`src/rtl/tcp_pkg.sv`:
```
package tcp_pkg;
	// ****************************************
	// register map
	// ****************************************
	localparam logic [7:0] CTRL_OFS = 8'h00;
	localparam logic [7:0] BLKSEL_OFS = 8'h04;
	localparam logic [7:0] RXEN_OFS = 8'h08;
	localparam logic [7:0] TXEN_OFS = 8'h0c;
	localparam logic [7:0] TXDATA_OFS = 8'h10;
	localparam logic [7:0] RXDATA_OFS = 8'h14;
	localparam logic [7:0] STATUS_OFS = 8'h18;
	localparam logic [31:0] CTRL_RST = 32'h0000_0000;
	localparam logic [31:0] BLKSEL_RST = 32'h0000_0000;
	localparam logic [31:0] CHEN_RST = 32'h0000_0000;
	// status field positions
	localparam int ST_RX_READY = 0;
	localparam int ST_RX_BLK_LSB = 4;
	localparam int ST_TX_BLK_LSB = 8;
	localparam int ST_TX_ARMED = 12;
	localparam int ST_ACTIVE = 13;
	// ****************************************
	// timing and size
	// ****************************************
	localparam int WORD_W_DEF = 8;
	localparam int TX_OE_DELAY_DEF = 2;
	localparam int CHAN_W = 7;

	typedef struct packed {
		logic [5:0] rsv_hi;
		logic tx_phase_count_sel;
		logic rx_phase_count_sel;
		logic rsv_b23;
		logic [6:0] tx_phase1_frame_length;
		logic rsv_b15;
		logic [6:0] rx_phase1_frame_length;
		logic tx_partition_count_sel;
		logic rx_partition_count_sel;
		logic tx_chan_select_on;
		logic rx_chan_select_on;
		logic fs_internal;
		logic tx_line_enable_delay;
		logic tx_enable;
		logic rx_enable;
	} tcp_ctrl_t;

	typedef struct packed {
		logic [23:0] rsv;
		logic [1:0] tx_part_b_block_sel;
		logic [1:0] tx_part_a_block_sel;
		logic [1:0] rx_part_b_block_sel;
		logic [1:0] rx_part_a_block_sel;
	} tcp_blksel_t;
endpackage

```
`src/rtl/tcp_top.sv`:
```
`timescale 1ns/1ps
// Overview of operation
// - receiver runs all slots, accepts data only in enabled slots.
// - frame sync comes from internal generator or external pin.
// - external sync in multichannel: transmitter skips first sync pulse.
// - receiver starts shifting on the very first sync pulse.
// - enable-delay bit set adds delay before driving transmit pin.
// - delay touches only output enable, data timing unchanged.
// - up to 128 channels per frame, shared among devices.
// - 2-partition mode: each frame starts at A, then alternates B, A.
// - with selection on, at most 32 channels enabled per direction at once.
// - receive A field 0..3 selects even blocks 0,2,4,6.
// - receive B field 0..3 selects odd blocks 1,3,5,7.
// - transmit A field selects even blocks like receive.
// - transmit B field selects odd blocks like receive.
// - partition A enables in bits 0-15, B enables in bits 16-31.
// - block assignment may change while running.
// - disabled receive slots never reach read register or ready flag.
// - current block readable for both directions.
// - receive selection off means all receive channels enabled.
module tcp_top
	import tcp_pkg::*;
#(
	parameter int WORD_W = tcp_pkg::WORD_W_DEF,
	parameter int TX_OE_DELAY = tcp_pkg::TX_OE_DELAY_DEF
)(
	input wire logic core_clk,
	input wire logic rst_b,
	input wire logic psel,
	input wire logic penable,
	input wire logic pwrite,
	input wire logic [7:0] paddr,
	input wire logic [31:0] pwdata,
	output logic [31:0] prdata,
	output logic pready,
	output logic pslverr,
	input wire logic bit_clk,
	input wire logic frame_sync_in,
	output logic frame_sync_out,
	input wire logic serial_rx_data_pin,
	output logic serial_tx_data_pin,
	output logic serial_tx_data_oe
);
	import tcp_pkg::*;

	localparam int BW = (WORD_W > 1) ? $clog2(WORD_W) : 1;
	localparam logic [BW-1:0] LAST_BIT = BW'(WORD_W - 1);

	tcp_ctrl_t ctrl_ff;
	tcp_blksel_t blk_ff;
	logic [31:0] rx_chan_enable_ab_ff, tx_chan_enable_ab_ff;
	logic [WORD_W-1:0] tx_data_ff, rx_shift_buffer_ff, rx_read_reg_ff;
	logic rx_ready_flag_ff;
	logic [2:0] bclk_ff;
	logic [1:0] fsin_ff;
	logic [1:0] rxd_ff;
	logic active_ff, fs_out_ff, tx_seen_ff, tx_armed_ff;
	logic drive_ff, txd_ff, oe_ff;
	logic [CHAN_W-1:0] slot_ff;
	logic [BW-1:0] bit_ff;
	logic [7:0] dly_ff;
	logic [31:0] prdata_ff;

	// ****************************************
	// apb slave
	// ****************************************
	logic wr_w, rd_clr_w, mapped_w;
	assign wr_w = psel & penable & pwrite;
	assign rd_clr_w = psel & penable & ~pwrite & (paddr == RXDATA_OFS);
	assign mapped_w = paddr inside {CTRL_OFS, BLKSEL_OFS, RXEN_OFS,
		TXEN_OFS, TXDATA_OFS, RXDATA_OFS, STATUS_OFS};
	assign pready = 1'b1;
	assign pslverr = psel & penable & ~mapped_w;
	assign prdata = prdata_ff;

	always_ff @(posedge core_clk or negedge rst_b)
	begin
		if (!rst_b)
		begin
			ctrl_ff <= CTRL_RST;
			blk_ff <= BLKSEL_RST;
			rx_chan_enable_ab_ff <= CHEN_RST;
			tx_chan_enable_ab_ff <= CHEN_RST;
			tx_data_ff <= '0;
		end
		else if (wr_w)
		begin
			// assignments are live, taken at every slot
			case (paddr)
				CTRL_OFS: ctrl_ff <= pwdata;
				BLKSEL_OFS: blk_ff <= {24'h00_0000, pwdata[7:0]};
				RXEN_OFS: rx_chan_enable_ab_ff <= pwdata;
				TXEN_OFS: tx_chan_enable_ab_ff <= pwdata;
				TXDATA_OFS: tx_data_ff <= pwdata[WORD_W-1:0];
				default: ;
			endcase
		end
	end

	// read data latched in the setup cycle
	always_ff @(posedge core_clk or negedge rst_b)
	begin
		if (!rst_b)
			prdata_ff <= '0;
		else if (psel & ~penable)
		begin
			prdata_ff <= '0;
			case (paddr)
				CTRL_OFS: prdata_ff <= {6'h00, ctrl_ff[25:24], 1'b0,
					ctrl_ff[22:16], 1'b0, ctrl_ff[14:0]};
				BLKSEL_OFS: prdata_ff <= {24'h00_0000, blk_ff[7:0]};
				RXEN_OFS: prdata_ff <= rx_chan_enable_ab_ff;
				TXEN_OFS: prdata_ff <= tx_chan_enable_ab_ff;
				TXDATA_OFS: prdata_ff[WORD_W-1:0] <= tx_data_ff;
				RXDATA_OFS: prdata_ff[WORD_W-1:0] <= rx_read_reg_ff;
				STATUS_OFS:
				begin
					prdata_ff[ST_RX_READY] <= rx_ready_flag_ff;
					prdata_ff[ST_RX_BLK_LSB +: 3] <= slot_ff[6:4];
					prdata_ff[ST_TX_BLK_LSB +: 3] <= slot_ff[6:4];
					prdata_ff[ST_TX_ARMED] <= tx_armed_ff;
					prdata_ff[ST_ACTIVE] <= active_ff;
				end
				default: ;
			endcase
		end
	end

	// ****************************************
	// link input synchronisers
	// ****************************************
	always_ff @(posedge core_clk or negedge rst_b)
	begin
		if (!rst_b)
		begin
			// idle link clock stands high: no false edge after reset
			bclk_ff <= '1;
			fsin_ff <= '0;
			rxd_ff <= '0;
		end
		else
		begin
			bclk_ff <= {bclk_ff[1:0], bit_clk};
			fsin_ff <= {fsin_ff[0], frame_sync_in};
			rxd_ff <= {rxd_ff[0], serial_rx_data_pin};
		end
	end

	logic rise_w, fall_w, run_w, fs_evt_w, start_w, last_w, skip_w;
	logic rx_ok_w, tx_ok_w, tx_go_w, copy_w, frame_end_w;
	assign rise_w = bclk_ff[1] & ~bclk_ff[2];
	assign fall_w = ~bclk_ff[1] & bclk_ff[2];
	assign run_w = ctrl_ff.rx_enable | ctrl_ff.tx_enable;
	assign fs_evt_w = ctrl_ff.fs_internal ? fs_out_ff : fsin_ff[1];
	assign start_w = rise_w & run_w & fs_evt_w;
	assign last_w = bit_ff == LAST_BIT;
	assign frame_end_w = last_w &
		(slot_ff == ctrl_ff.rx_phase1_frame_length);
	assign skip_w = ~ctrl_ff.fs_internal & ctrl_ff.tx_chan_select_on;

	// ****************************************
	// channel selection
	// ****************************************
	// only 2-partition mapping is built; the count select bit is stored
	function automatic logic chan_ok(input logic [CHAN_W-1:0] ch,
		input logic mc, input logic [1:0] a, input logic [1:0] b,
		input logic [31:0] en);
		logic r;
		r = 1'b1;
		// one block per half, 32 channels at most
		if (mc)
		begin
			// even block 2*a is partition A
			// A enables low half, B enables high half
			if (!ch[4])
				r = (ch[6:5] == a) & en[{1'b0, ch[3:0]}];
			// odd block 2*b+1 is partition B
			else
				r = (ch[6:5] == b) & en[{1'b1, ch[3:0]}];
		end
		return r;
	endfunction

	assign rx_ok_w = chan_ok(slot_ff, ctrl_ff.rx_chan_select_on,
		blk_ff.rx_part_a_block_sel, blk_ff.rx_part_b_block_sel,
		rx_chan_enable_ab_ff);
	assign tx_ok_w = chan_ok(slot_ff, ctrl_ff.tx_chan_select_on,
		blk_ff.tx_part_a_block_sel, blk_ff.tx_part_b_block_sel,
		tx_chan_enable_ab_ff);
	assign tx_go_w = active_ff & tx_armed_ff & tx_ok_w &
		(slot_ff <= ctrl_ff.tx_phase1_frame_length);

	// ****************************************
	// frame timing
	// ****************************************
	always_ff @(posedge core_clk or negedge rst_b)
	begin
		if (!rst_b)
		begin
			active_ff <= 1'b0;
			slot_ff <= '0;
			bit_ff <= '0;
		end
		else if (!run_w)
			active_ff <= 1'b0;
		// every sync restarts at slot 0, partition A
		else if (start_w)
		begin
			active_ff <= 1'b1;
			slot_ff <= '0;
			bit_ff <= '0;
		end
		// 7-bit slot count, up to 128 channels
		else if (rise_w & active_ff)
		begin
			bit_ff <= last_w ? '0 : bit_ff + 1'b1;
			if (frame_end_w)
				active_ff <= 1'b0;
			else if (last_w)
				slot_ff <= slot_ff + 1'b1;
		end
	end

	// internal sync at frame end or while idle, one bit period wide
	always_ff @(posedge core_clk or negedge rst_b)
	begin
		if (!rst_b)
			fs_out_ff <= 1'b0;
		else if (fall_w)
			fs_out_ff <= ctrl_ff.fs_internal & run_w &
				(~active_ff | frame_end_w);
	end
	assign frame_sync_out = fs_out_ff;

	// ****************************************
	// receive path
	// ****************************************
	// disabled slots stop at the shift buffer
	// a sync on the last bit of a frame must still land that bit
	assign copy_w = rise_w & active_ff & last_w &
		ctrl_ff.rx_enable & rx_ok_w;

	always_ff @(posedge core_clk or negedge rst_b)
	begin
		if (!rst_b)
		begin
			rx_shift_buffer_ff <= '0;
			rx_read_reg_ff <= '0;
		end
		// shifting begins on the first sync
		else if (rise_w & active_ff)
		begin
			rx_shift_buffer_ff <= {rx_shift_buffer_ff[WORD_W-2:0],
				rxd_ff[1]};
			if (copy_w)
				rx_read_reg_ff <= {rx_shift_buffer_ff[WORD_W-2:0],
					rxd_ff[1]};
		end
	end

	// a new word beats a clearing read in the same cycle
	always_ff @(posedge core_clk or negedge rst_b)
	begin
		if (!rst_b)
			rx_ready_flag_ff <= 1'b0;
		else if (copy_w)
			rx_ready_flag_ff <= 1'b1;
		else if (rd_clr_w)
			rx_ready_flag_ff <= 1'b0;
	end

	// ****************************************
	// transmit path
	// ****************************************
	always_ff @(posedge core_clk or negedge rst_b)
	begin
		if (!rst_b)
		begin
			tx_seen_ff <= 1'b0;
			tx_armed_ff <= 1'b0;
		end
		else if (!ctrl_ff.tx_enable)
		begin
			tx_seen_ff <= 1'b0;
			tx_armed_ff <= 1'b0;
		end
		// external multichannel sync: the first pulse is only seen, the second arms
		else if (start_w & ~tx_armed_ff)
		begin
			tx_seen_ff <= 1'b1;
			tx_armed_ff <= ~skip_w | tx_seen_ff;
		end
	end

	// data changes on the falling bit clock edge
	always_ff @(posedge core_clk or negedge rst_b)
	begin
		if (!rst_b)
		begin
			drive_ff <= 1'b0;
			txd_ff <= 1'b0;
		end
		else if (fall_w)
		begin
			drive_ff <= tx_go_w;
			txd_ff <= tx_data_ff[LAST_BIT - bit_ff];
		end
	end

	// hold-off loaded at the start of each driven run
	always_ff @(posedge core_clk or negedge rst_b)
	begin
		if (!rst_b)
			dly_ff <= '0;
		else if (fall_w & tx_go_w & ~drive_ff &
			ctrl_ff.tx_line_enable_delay)
			dly_ff <= 8'(TX_OE_DELAY);
		else if (dly_ff != '0)
			dly_ff <= dly_ff - 1'b1;
	end

	// only the enable waits, so only the first bit is shortened
	always_ff @(posedge core_clk or negedge rst_b)
	begin
		if (!rst_b)
			oe_ff <= 1'b0;
		else
			oe_ff <= drive_ff & (dly_ff == '0);
	end
	assign serial_tx_data_pin = txd_ff;
	assign serial_tx_data_oe = oe_ff;
endmodule

```
`config.mk`:
```
export PLATFORM = sky130hd
export DESIGN_NAME = tcp_top
export DESIGN_NICKNAME = d
export VERILOG_FILES = /design/src/rtl/tcp_pkg.sv /design/src/rtl/tcp_top.sv
export SDC_FILE = /design/constraint.sdc
export NUM_CORES = 1
export LEC_CHECK = 0
export BUFFER_PORTS_ARGS = -buffer_cell sky130_fd_sc_hd__buf_2
export CORE_MARGIN = 2
export CORE_UTILIZATION = 50
export DETAILED_ROUTE_END_ITERATION = 12
export PLACE_DENSITY = 0.69
export SLEW_MARGIN = 30
export SYNTH_ARGS = -nofsm -noshare
export SYNTH_HDL_FRONTEND = slang
export SYNTH_SLANG_ARGS = --single-unit
```
`constraint.sdc`:
```
create_clock -name core_clk -period 3.8 [get_ports core_clk]
set_input_delay 0.57 -clock core_clk [delete_from_list [all_inputs] [get_ports core_clk]]
set_output_delay 0.57 -clock core_clk [all_outputs]
set_load 0.005 [all_outputs]
```
Word level (Yosys, flattened, before mapping)
Cells that the tools add are included.
{"block": "word_totals", "reg_bits": 184, "wordCells": 162, "out_inout_bits": 37, "inputBits": 48}
{"block": "classes", "muxes": 42, "n_eq_ne": 16, "n_addsub": 4, "bitwise_logic": 43, "reduce_logical": 17, "magnitude_cmp": 4}
{"cell": "case mux 18 bit (3 select lines)", "n": 1}
{"cell": "AND 1 bit", "n": 30}
{"cell": "two-way mux 7 bit", "n": 4}
{"cell": "== test 8 x 5 -> 1 bit (second input constant)", "n": 3}
{"cell": "case mux 3 bit (7 select lines)", "n": 1}
{"cell": "two-way mux 1 bit", "n": 20}
{"cell": "case mux 3 bit (6 select lines)", "n": 1}
{"cell": "binary-select mux 1 bit (select 4 bit)", "n": 4}
{"cell": "== test 8 x 4 -> 1 bit (second input constant)", "n": 2}
{"cell": "logical NOT 8 bit", "n": 2}
{"cell": "two-way mux 8 bit", "n": 2}
{"cell": "AND reduction 2 bit", "n": 8}
{"cell": "case mux 3 bit (4 select lines)", "n": 1}
{"cell": "inverter 1 bit", "n": 10}
{"cell": "two-way mux 3 bit", "n": 3}
{"cell": "== test 2 bit", "n": 4}
{"cell": "== test 8 x 3 -> 1 bit (second input constant)", "n": 1}
{"cell": "case mux 2 bit (4 select lines)", "n": 1}
{"cell": "nonzero test 2 bit", "n": 4}
{"cell": "nonzero test 8 bit", "n": 1}
{"cell": "subtractor 8 x 1 -> 8 bit (second input constant)", "n": 1}
{"cell": "adder 7 x 1 -> 7 bit (second input constant)", "n": 1}
{"cell": "== test 7 bit", "n": 1}
{"cell": "<= comparator 7 bit", "n": 1}
{"cell": "other kinds (16)", "n": 19}

Longest topological paths before layout
Gate-level depths: netlist of the first run.
{"block": "depth", "word_depth": 11, "depth_mapped": 9, "mapped_depth_nobuf": 7}

Worst setup path after synthesis of the first run
No wires, ideal clock.
{"block": "synth_path", "path_kind": "in2reg", "from": "in paddr[1]", "to": "reg tx_data_ff[0]", "slack_ps": 1323, "path_buffers": 3, "t_arrival_ps": 2352, "stages": 8, "t_required_ps": 3675, "cell_sequence": "or4_1 buf_6 nor2_4 and3_1 clkbuf_1 and2_1 buf_4 mux2_2"}
{"block": "synth_between", "elab_chain_len": 2}
{"element": "from (decl)", "line": "tcp_top.sv:32", "source": "input wire logic [7:0] paddr,"}
{"element": "== test 8 x 5 -> 1 bit", "line": "tcp_top.sv:89", "source": "case (paddr)"}
{"element": "AND reduction 2 bit (no source line)"}
{"element": "to (signal assigned)", "line": "tcp_top.sv:94", "source": "TXDATA_OFS: tx_data_ff <= pwdata[WORD_W-1:0];"}
{"element": "to (decl)", "line": "tcp_top.sv:52", "source": "logic [WORD_W-1:0] tx_data_ff, rx_shift_buffer_ff, rx_read_reg_ff;"}
No other way between the ends.
A chain may end at the register's enable or synchronous reset.

Worst setup path in the final report of the first run
{"block": "layout_path", "from": "reg slot_ff[1]", "to": "reg rx_read_reg_ff[7]"}
{"block": "layout_between", "elab_chain_len": 7, "elab_cells_between_ends": 10}
{"element": "from (decl)", "line": "tcp_top.sv:59", "source": "logic [CHAN_W-1:0] slot_ff;"}
{"element": "from (signal assigned)", "line": "tcp_top.sv:220", "source": "slot_ff <= slot_ff + 1'b1;"}
{"element": "binary-select mux 1 bit (select 4 bit) (on tied branches)", "line": "tcp_top.sv:176, tcp_top.sv:179"}
{"element": "two-way mux 1 bit (on tied branches)", "line": "tcp_top.sv:176, tcp_top.sv:179"}
{"element": "AND 1 bit (on tied branches)", "line": "tcp_top.sv:176, tcp_top.sv:179"}
{"element": "two-way mux 1 bit *", "line": "tcp_top.sv:175", "source": "if (!ch[4])"}
{"element": "two-way mux 1 bit *", "line": "tcp_top.sv:171", "source": "if (mc)"}
{"element": "AND 1 bit *", "line": "tcp_top.sv:241", "source": "ctrl_ff.rx_enable & rx_ok_w;"}
{"element": "AND reduction 2 bit (no source line) *"}
{"element": "to (signal assigned)", "line": "tcp_top.sv:256", "source": "rx_read_reg_ff <= {rx_shift_buffer_ff[WORD_W-2:0],"}
{"element": "to (decl)", "line": "tcp_top.sv:52"}
Every way passes the cells marked *; elsewhere a longest branch is shown, timed or not. The select of a mux whose other input is x is not followed.

==> results.json, run 1 <==
{
  "status": "complete, no violations",
  "slew_headroom_pct": 33.8,
  "critical_path_arrival_ps": 3120,
  "met2_usage_pct": 39.9,
  "cp-start-kind": "flop",
  "die_h_microns": 139,
  "rows": 49,
  "final_cells": 1044,
  "post-route-period-util_pct": 73.7,
  "yosysWarnings": 0,
  "cts_buffers": 17,
  "synth-edff-count": 0,
  "skew_ps": 8.58,
  "drtIter0Drc": 580,
  "core_area_sq_mm": 0.0180,
  "io_pins": 85,
  "busiest_layer": "met2",
  "hold_viol": 0,
  "syn-cell-area_sq_mm": 0.00918,
  "drive_gt1_share_pct": 34.8,
  "worst_slew_pin_slew_ps": 984,
  "grt_overflow": 0,
  "synth_ff_type": "dfrtp_1",
  "grt_pass1_wl_microns": 37400,
  "fin_crit_ps": 2800,
  "via_per_inst": 6.14,
  "vias": 6415,
  "port_buffers": 83,
  "gp_congestion": 0.887,
  "dp_hpwl_microns": 16400,
  "post-cts-setup-buffers": 0,
  "htree_levels": 4,
  "first_global_vias": 6598,
  "cts_tree": "done",
  "drv_slew": 0,
  "maxCapViolCount": 0,
  "max_freq_mhz": 357,
  "wirelength_microns": 23300,
  "clock_path_buffers": 2,
  "cts-root-buf": "clkbuf_16",
  "path_class": "flop to flop",
  "grt_usage_pct": 24.9,
  "syn_inst": 734,
  "ys_ff_latch": 184,
  "ys_seq_area_share_pct": 50.2,
  "syn_avg_cell_area_sq_um": 12.5,
  "grt_use_met1_pct": 34.7,
  "grt_use_met3_pct": 5.06,
  "rsz0062_at_grt": "false",
  "syn-num-nets": 793,
  "p_leak_nw": 5.03,
  "crit_fanout": 13,
  "finalNetCount": 860,
  "drc": 0,
  "clk_latency_ps": 440,
  "avgRoutedWirePerCell_microns": 22.3,
  "r2r_setup_slack_ps": 1000,
  "ir_worst_vdd_v": 0.000354,
  "ant_nets": 0,
  "die_w_microns": 139,
  "power.total_mw": 4.07,
  "grt_max_degree": 79,
  "dr.pass1.iters": 5,
  "fp.dieArea_sq_mm": 0.0195,
  "min_path_type": "input port to asynchronous set/reset pin",
  "finalSetupTns_ps": 0,
  "powerDensity_mw_per_mm2": 393,
  "yosysUniqueCellTypes": 67,
  "setup_violations": 0,
  "cts_sinks": 184,
  "initial_core_util_pct": 51.1,
  "numPlacedInstances": 1011,
  "synth-async-reset-ratio_pct": 100,
  "syn_to_final_growth_pct": 12.8,
  "worstPathRequired_ps": 4120,
  "cp-end-kind": "flop",
  "cts-hold-fix-buffers": 0,
  "cts_resized": 0,
  "clk_pin_slew_ps": 70,
  "antenna_found_initial": 0
}
[cells in the final DEF, fill, tap and decap left out, types with 5 or more instances in the layout]
master,synthesis,routed
or3_1,5,5
clkbuf_16,0,17
o21ai_1,10,10
mux2_1,12,12
buf_2,7,82
o21ai_0,23,23
a22o_1,9,9
xor2_1,12,12
xnor2_1,7,7
ha_1,11,11
nand2b_1,12,12
buf_4,7,11
nand2_1,78,78
dfrtp_1,181,181
mux4_2,20,20
inv_1,17,17
mux2i_1,10,10
nand3_1,12,12
nor2_1,19,19
a221oi_1,5,5
clkinv_4,0,5
a22oi_1,29,29
a211oi_1,5,5
a21oi_1,9,9
mux2_4,30,30
mux2_2,90,90
[worst paths after layout]
| check | from | endpoint | cells after the start |
|---|---|---|---|
| setup / recovery | slot_ff[1]$_DFFE_PN0P_ | rx_read_reg_ff[7]$_DFFE_PN0P_ | 6 |
| hold / removal | rst_b | tx_chan_enable_ab_ff[31]$_DFFE_PN0P_ | 1 |
| setup reg to reg | slot_ff[1]$_DFFE_PN0P_ | rx_read_reg_ff[7]$_DFFE_PN0P_ | 6 |
| hold reg to reg | fsin_ff[0]$_DFF_PN0_ | fsin_ff[1]$_DFF_PN0_ | 0 |
| max in group asynchronous | rst_b | prdata[16]$_DFFE_PN0P_ | 2 |
| min in group core_clk | bit_clk | bclk_ff[0]$_DFF_PN1_ | 1 |
[flip-flops by register name (all words and copies together) (netlist names), 3 cells and up]
signal                count
prdata                   32
rx_chan_enable_ab_ff     32
tx_chan_enable_ab_ff     32
ctrl_ff                  24
blk_ff                    8
dly_ff                    8
rx_read_reg_ff            8
tx_data_ff                8
rx_shift_buffer_ff        7
slot_ff                   7
bclk_ff                   3
bit_ff                    3
[cell type report]
class	count	area, sq um
Antenna cell	1	2.50
Clock buffer	17	425
Clock inverter	15	193
Fill cell	1445	7610
Inverter	17	63.8
Multi-Input combinational cell	485	4230
Sequential cell	184	4610
Tap cell	229	287
Timing Repair Buffer	96	544
[cells by family (layout without fill, tap and decap cells)]
family | after synthesis | count (layout) | share of synthesized area, %
AOI/OAI and AO/OA | 127 | 127 | 10.1
adders and majority gates | 11 | 11 | 1.50
other | 1 | 2 | 0.0409
DFF | 184 | 184 | 50.2
xor gates and xnor gates | 19 | 19 | 1.81
and+or+nand+nor | 165 | 165 | 9.24
muxes | 162 | 162 | 23.4
buffers and inverters | 65 | 145 | 3.69
[per-stage QoR]
stage / util, % / worst slack, ps / hold slack, ps / cell area [sq um]
4_1_cts: 57.6 / 1000 / 189 / 10400
6_report: 57.6 / 1000 / 152 / 10400
3_5_place_dp: 54.2 / 664 / 338 / 9730
3_3_place_gp: 54.2 / 746 / 334 / 9730
5_1_grt: 57.6 / 847 / 213 / 10400
2_1_floorplan: - / 1320 / 274 / 9180
[report_power, final]
group | switching, mW | total (mW) | internal (mW)
combinational | 0.131 | 0.199 | 0.0680
clock | 0.817 | 1.87 | 1.05
sequential | 0.0196 | 2.00 | 1.98
total | 0.968 | 4.07 | 3.10
[cell usage after synthesis (3+ instances only)]
master / instances / area share (%)
nand2b_1: 12 / 0.82
nand4b_1: 3 / 0.29
a21o_1: 4 / 0.33
xor2_1: 12 / 1.1
ha_1: 11 / 1.5
and3_1: 4 / 0.27
a21oi_1: 9 / 0.49
a211oi_1: 5 / 0.41
nand2_1: 78 / 3.2
a2111oi_0: 3 / 0.29
a221oi_1: 5 / 0.48
and2_1: 3 / 0.20
nor2b_1: 3 / 0.20
buf_6: 8 / 0.98
nor2_1: 19 / 0.78
a22o_1: 9 / 0.86
or3_1: 5 / 0.34
nand3_1: 12 / 0.65
inv_1: 17 / 0.70
dfstp_2: 3 / 0.86
mux2_2: 90 / 11
buf_2: 7 / 0.38
mux4_2: 20 / 4.9
mux2_1: 12 / 1.5
nor3_1: 4 / 0.22
dfrtp_1: 181 / 49
xnor2_1: 7 / 0.67
clkbuf_1: 24 / 0.98
a222oi_1: 4 / 0.44
mux2i_1: 10 / 1.1
o21ai_1: 10 / 0.55
o22ai_1: 4 / 0.27
buf_4: 7 / 0.57
mux2_4: 30 / 4.9
nand4_1: 4 / 0.27
o21ai_0: 23 / 1.3
a22oi_1: 29 / 2.4
o32ai_1: 3 / 0.29
[critical path, stage by stage, from the launching register on]
cell	delay, ps
dfrtp_1	630
buf_4	320
mux4_2	530
a22oi_1	200
a31o_2	210
a31o_1	420
mux2_1	370
[routing by layer]
metal | routed length (microns) | share of wire, %
met1 | 10300 | 44
met2 | 11300 | 49
met3 | 1180 | 5.1
met4 | 450 | 1.9
met5 | 0 | 0
No activity file was read; power rests on OpenSTA's default activity.
==> run 2, diff against run 1 <==
Settings changed: PLACE_DENSITY 0.69 to 0.72.
Clock period 3.8 ns to 2.3 ns, I/O delays scaled along.
==> run 2 against run 1 <==
Net effect:
- the flow now finishes with violations (setup timing)
- worst hold slack lost 140 ps
- die area unchanged
- clock skew is 1.0 ps higher
- sequential power increased by 65%
- combinational power increased by 75%
- routed wire length rose by 3.3%
- power increased by 69%
- setup slack worse by 1000 ps
- via count is 4.0% higher
- critical path depth is the same
- flip-flop and latch count unchanged
- critical path type unchanged
==> results.json, run 2 (same netlist as run 1, synthesis figures left out) <==
{
  "syn_to_final_growth_pct": 18.7,
  "pre_cts_slack_ps": -127,
  "die_w_microns": 139,
  "gp_congestion": 0.900,
  "port_buffers": 83,
  "cp_cell_sequence": "mux4_2 -> mux4_2 -> nand4_1 -> a31o_4 -> clkbuf_16 -> mux2_4",
  "wirelength_microns": 24100,
  "grt_usage_pct": 25.4,
  "drive_gt1_share_pct": 39.7,
  "n_antenna_cell": 0,
  "antenna_found_initial": 0,
  "hold_viol": 0,
  "ir_worst_vdd_v": 0.000551,
  "post-route-period-util_pct": 102,
  "ant_nets": 0,
  "fp.dieArea_sq_mm": 0.0195,
  "cts-root-buf": "clkbuf_16",
  "critPathMaxStageDelay_ps": 530,
  "clk_latency_ps": 440,
  "crit_top_cell": "mux4_2",
  "grt_pass1_wl_microns": 38200,
  "rsz0062_at_grt": "true",
  "clock_path_buffers": 2,
  "busiest_layer": "met2",
  "htree_levels": 4,
  "cts_sinks": 184,
  "drtIter0Drc": 634,
  "layout_commonest_cell": "dfrtp_1",
  "crit_path_top_delay_cell": "mux4_2",
  "dr.pass1.iters": 7,
  "fin_crit_ps": 2350,
  "cp-start-kind": "flop",
  "via_per_inst": 6.12,
  "worst_slew_pin_slew_ps": 593,
  "first_global_vias": 6871,
  "cts_tree": "done",
  "io_pins": 85,
  "fin_area_sq_mm": 0.0109,
  "crit_fanout": 5,
  "violations": "setup timing",
  "min_path_type": "input port to flop",
  "finalNetCount": 906,
  "powerDensity_mw_per_mm2": 630,
  "vias": 6669,
  "slew_headroom_pct": 60.4,
  "drc": 0,
  "finalSetupTns_ps": -266,
  "drv_slew": 0,
  "grt_overflow": 0,
  "critical_path_arrival_ps": 2670,
  "grt_use_met3_pct": 4.51,
  "power.total_mw": 6.85,
  "p_leak_nw": 5.32,
  "cp-end-kind": "flop",
  "max_freq_mhz": 426,
  "grt_max_degree": 54,
  "skew_ps": 9.59,
  "rows": 49,
  "avgRoutedWirePerCell_microns": 22.1,
  "grt_use_met1_pct": 34.6,
  "status": "finished, violations left",
  "nFillCells": 1347,
  "maxCapViolCount": 0,
  "final_cell_mix": "dfrtp_1 (178), mux2_2 (90), buf_2 (82), nand2_1 (78), buf_4 (46)",
  "core_area_sq_mm": 0.0180,
  "met2_usage_pct": 41.5,
  "cts_buffers": 17,
  "placed_area_sq_mm": 0.0101,
  "setup_violations": 8,
  "utilization_pct": 60.6,
  "worst_slack_ps": -46.3,
  "clk_pin_slew_ps": 70,
  "worstPathRequired_ps": 2630,
  "dp_hpwl_microns": 17000,
  "die_h_microns": 139,
  "initial_core_util_pct": 51.1,
  "path_class": "flop to flop"
}
==> run 2: final cells by class <==
| type | instances | area (sq um) | share of cell area, % |
|---|---|---|---|
| sequential | 184 | 4610 | 42.4 |
| clock buffer | 19 | 433 | 3.98 |
| clock inverter | 13 | 203 | 1.86 |
| timing repair buffer | 142 | 998 | 9.17 |
| inverter | 17 | 63.8 | 0.586 |
| multi-input combinational | 485 | 4290 | 39.4 |
| tap | 229 | 287 | 2.63 |
==> run 2: worst max-delay path: cells and delay by family, from the launching register on <==
family                 cells  cell delay (ps)
multiplexers               3             1320
AND/OR/NAND/NOR            1              120
buffers and inverters      1              150
AO/OA/AOI/OAI              1              200
flip-flops                 1              440
==> run 2: power by group <==
part / switching, mW / internal [mW]
sequential: 0.0342 / 3.27
combinational: 0.218 / 0.131
clock: 1.27 / 1.93
total: 1.52 / 5.33
==> run 2: path summary, 6_finish.rpt <==
kind	start	end	slack (ps)	depth (start not counted)
worst max-delay path	slot_ff[1]$_DFFE_PN0P_	rx_read_reg_ff[5]$_DFFE_PN0P_	-50	6
worst min-delay path	serial_rx_data_pin	rxd_ff[0]$_DFF_PN0_	8	1
worst max register to register	slot_ff[1]$_DFFE_PN0P_	rx_read_reg_ff[5]$_DFFE_PN0P_	-50	6
worst min register to register	fsin_ff[0]$_DFF_PN0_	fsin_ff[1]$_DFF_PN0_	360	0
max in group asynchronous	rst_b	tx_chan_enable_ab_ff[0]$_DFFE_PN0P_	1100	3
min in group asynchronous	rst_b	rx_read_reg_ff[2]$_DFFE_PN0P_	440	2
==> run 2: repair_timing <==
| action | in CTS | in global routing |
|---|---|---|
| endpoints found under the hold margin | 47 | 0 |
| resized for setup | 5 | 18 |
| gates cloned | 0 | 1 |
| hold buffers | 2 | 0 |
| buffers inserted | 1 | 1 |
| pin swaps | 1 | 2 |
| setup endpoints to repair | 19 | 20 |
==> run 2: per-layer routing <==
| metal | vias to the layer above | wire length (microns) |
|---|---|---|
| li1 | 2913 | - |
| met1 | 3470 | 10200 |
| met2 | 242 | 11900 |
| met3 | 44 | 1430 |
| met4 | 0 | 469 |
| met5 | - | 0 |
==> run 2: metrics by stage <==
step           hold WS, ps  cells
2_1_floorplan         49.4    734
3_3_place_gp           329   1052
3_5_place_dp           335   1052
4_1_cts               1.62   1087
5_1_grt               8.36   1089
6_report              8.39   1089
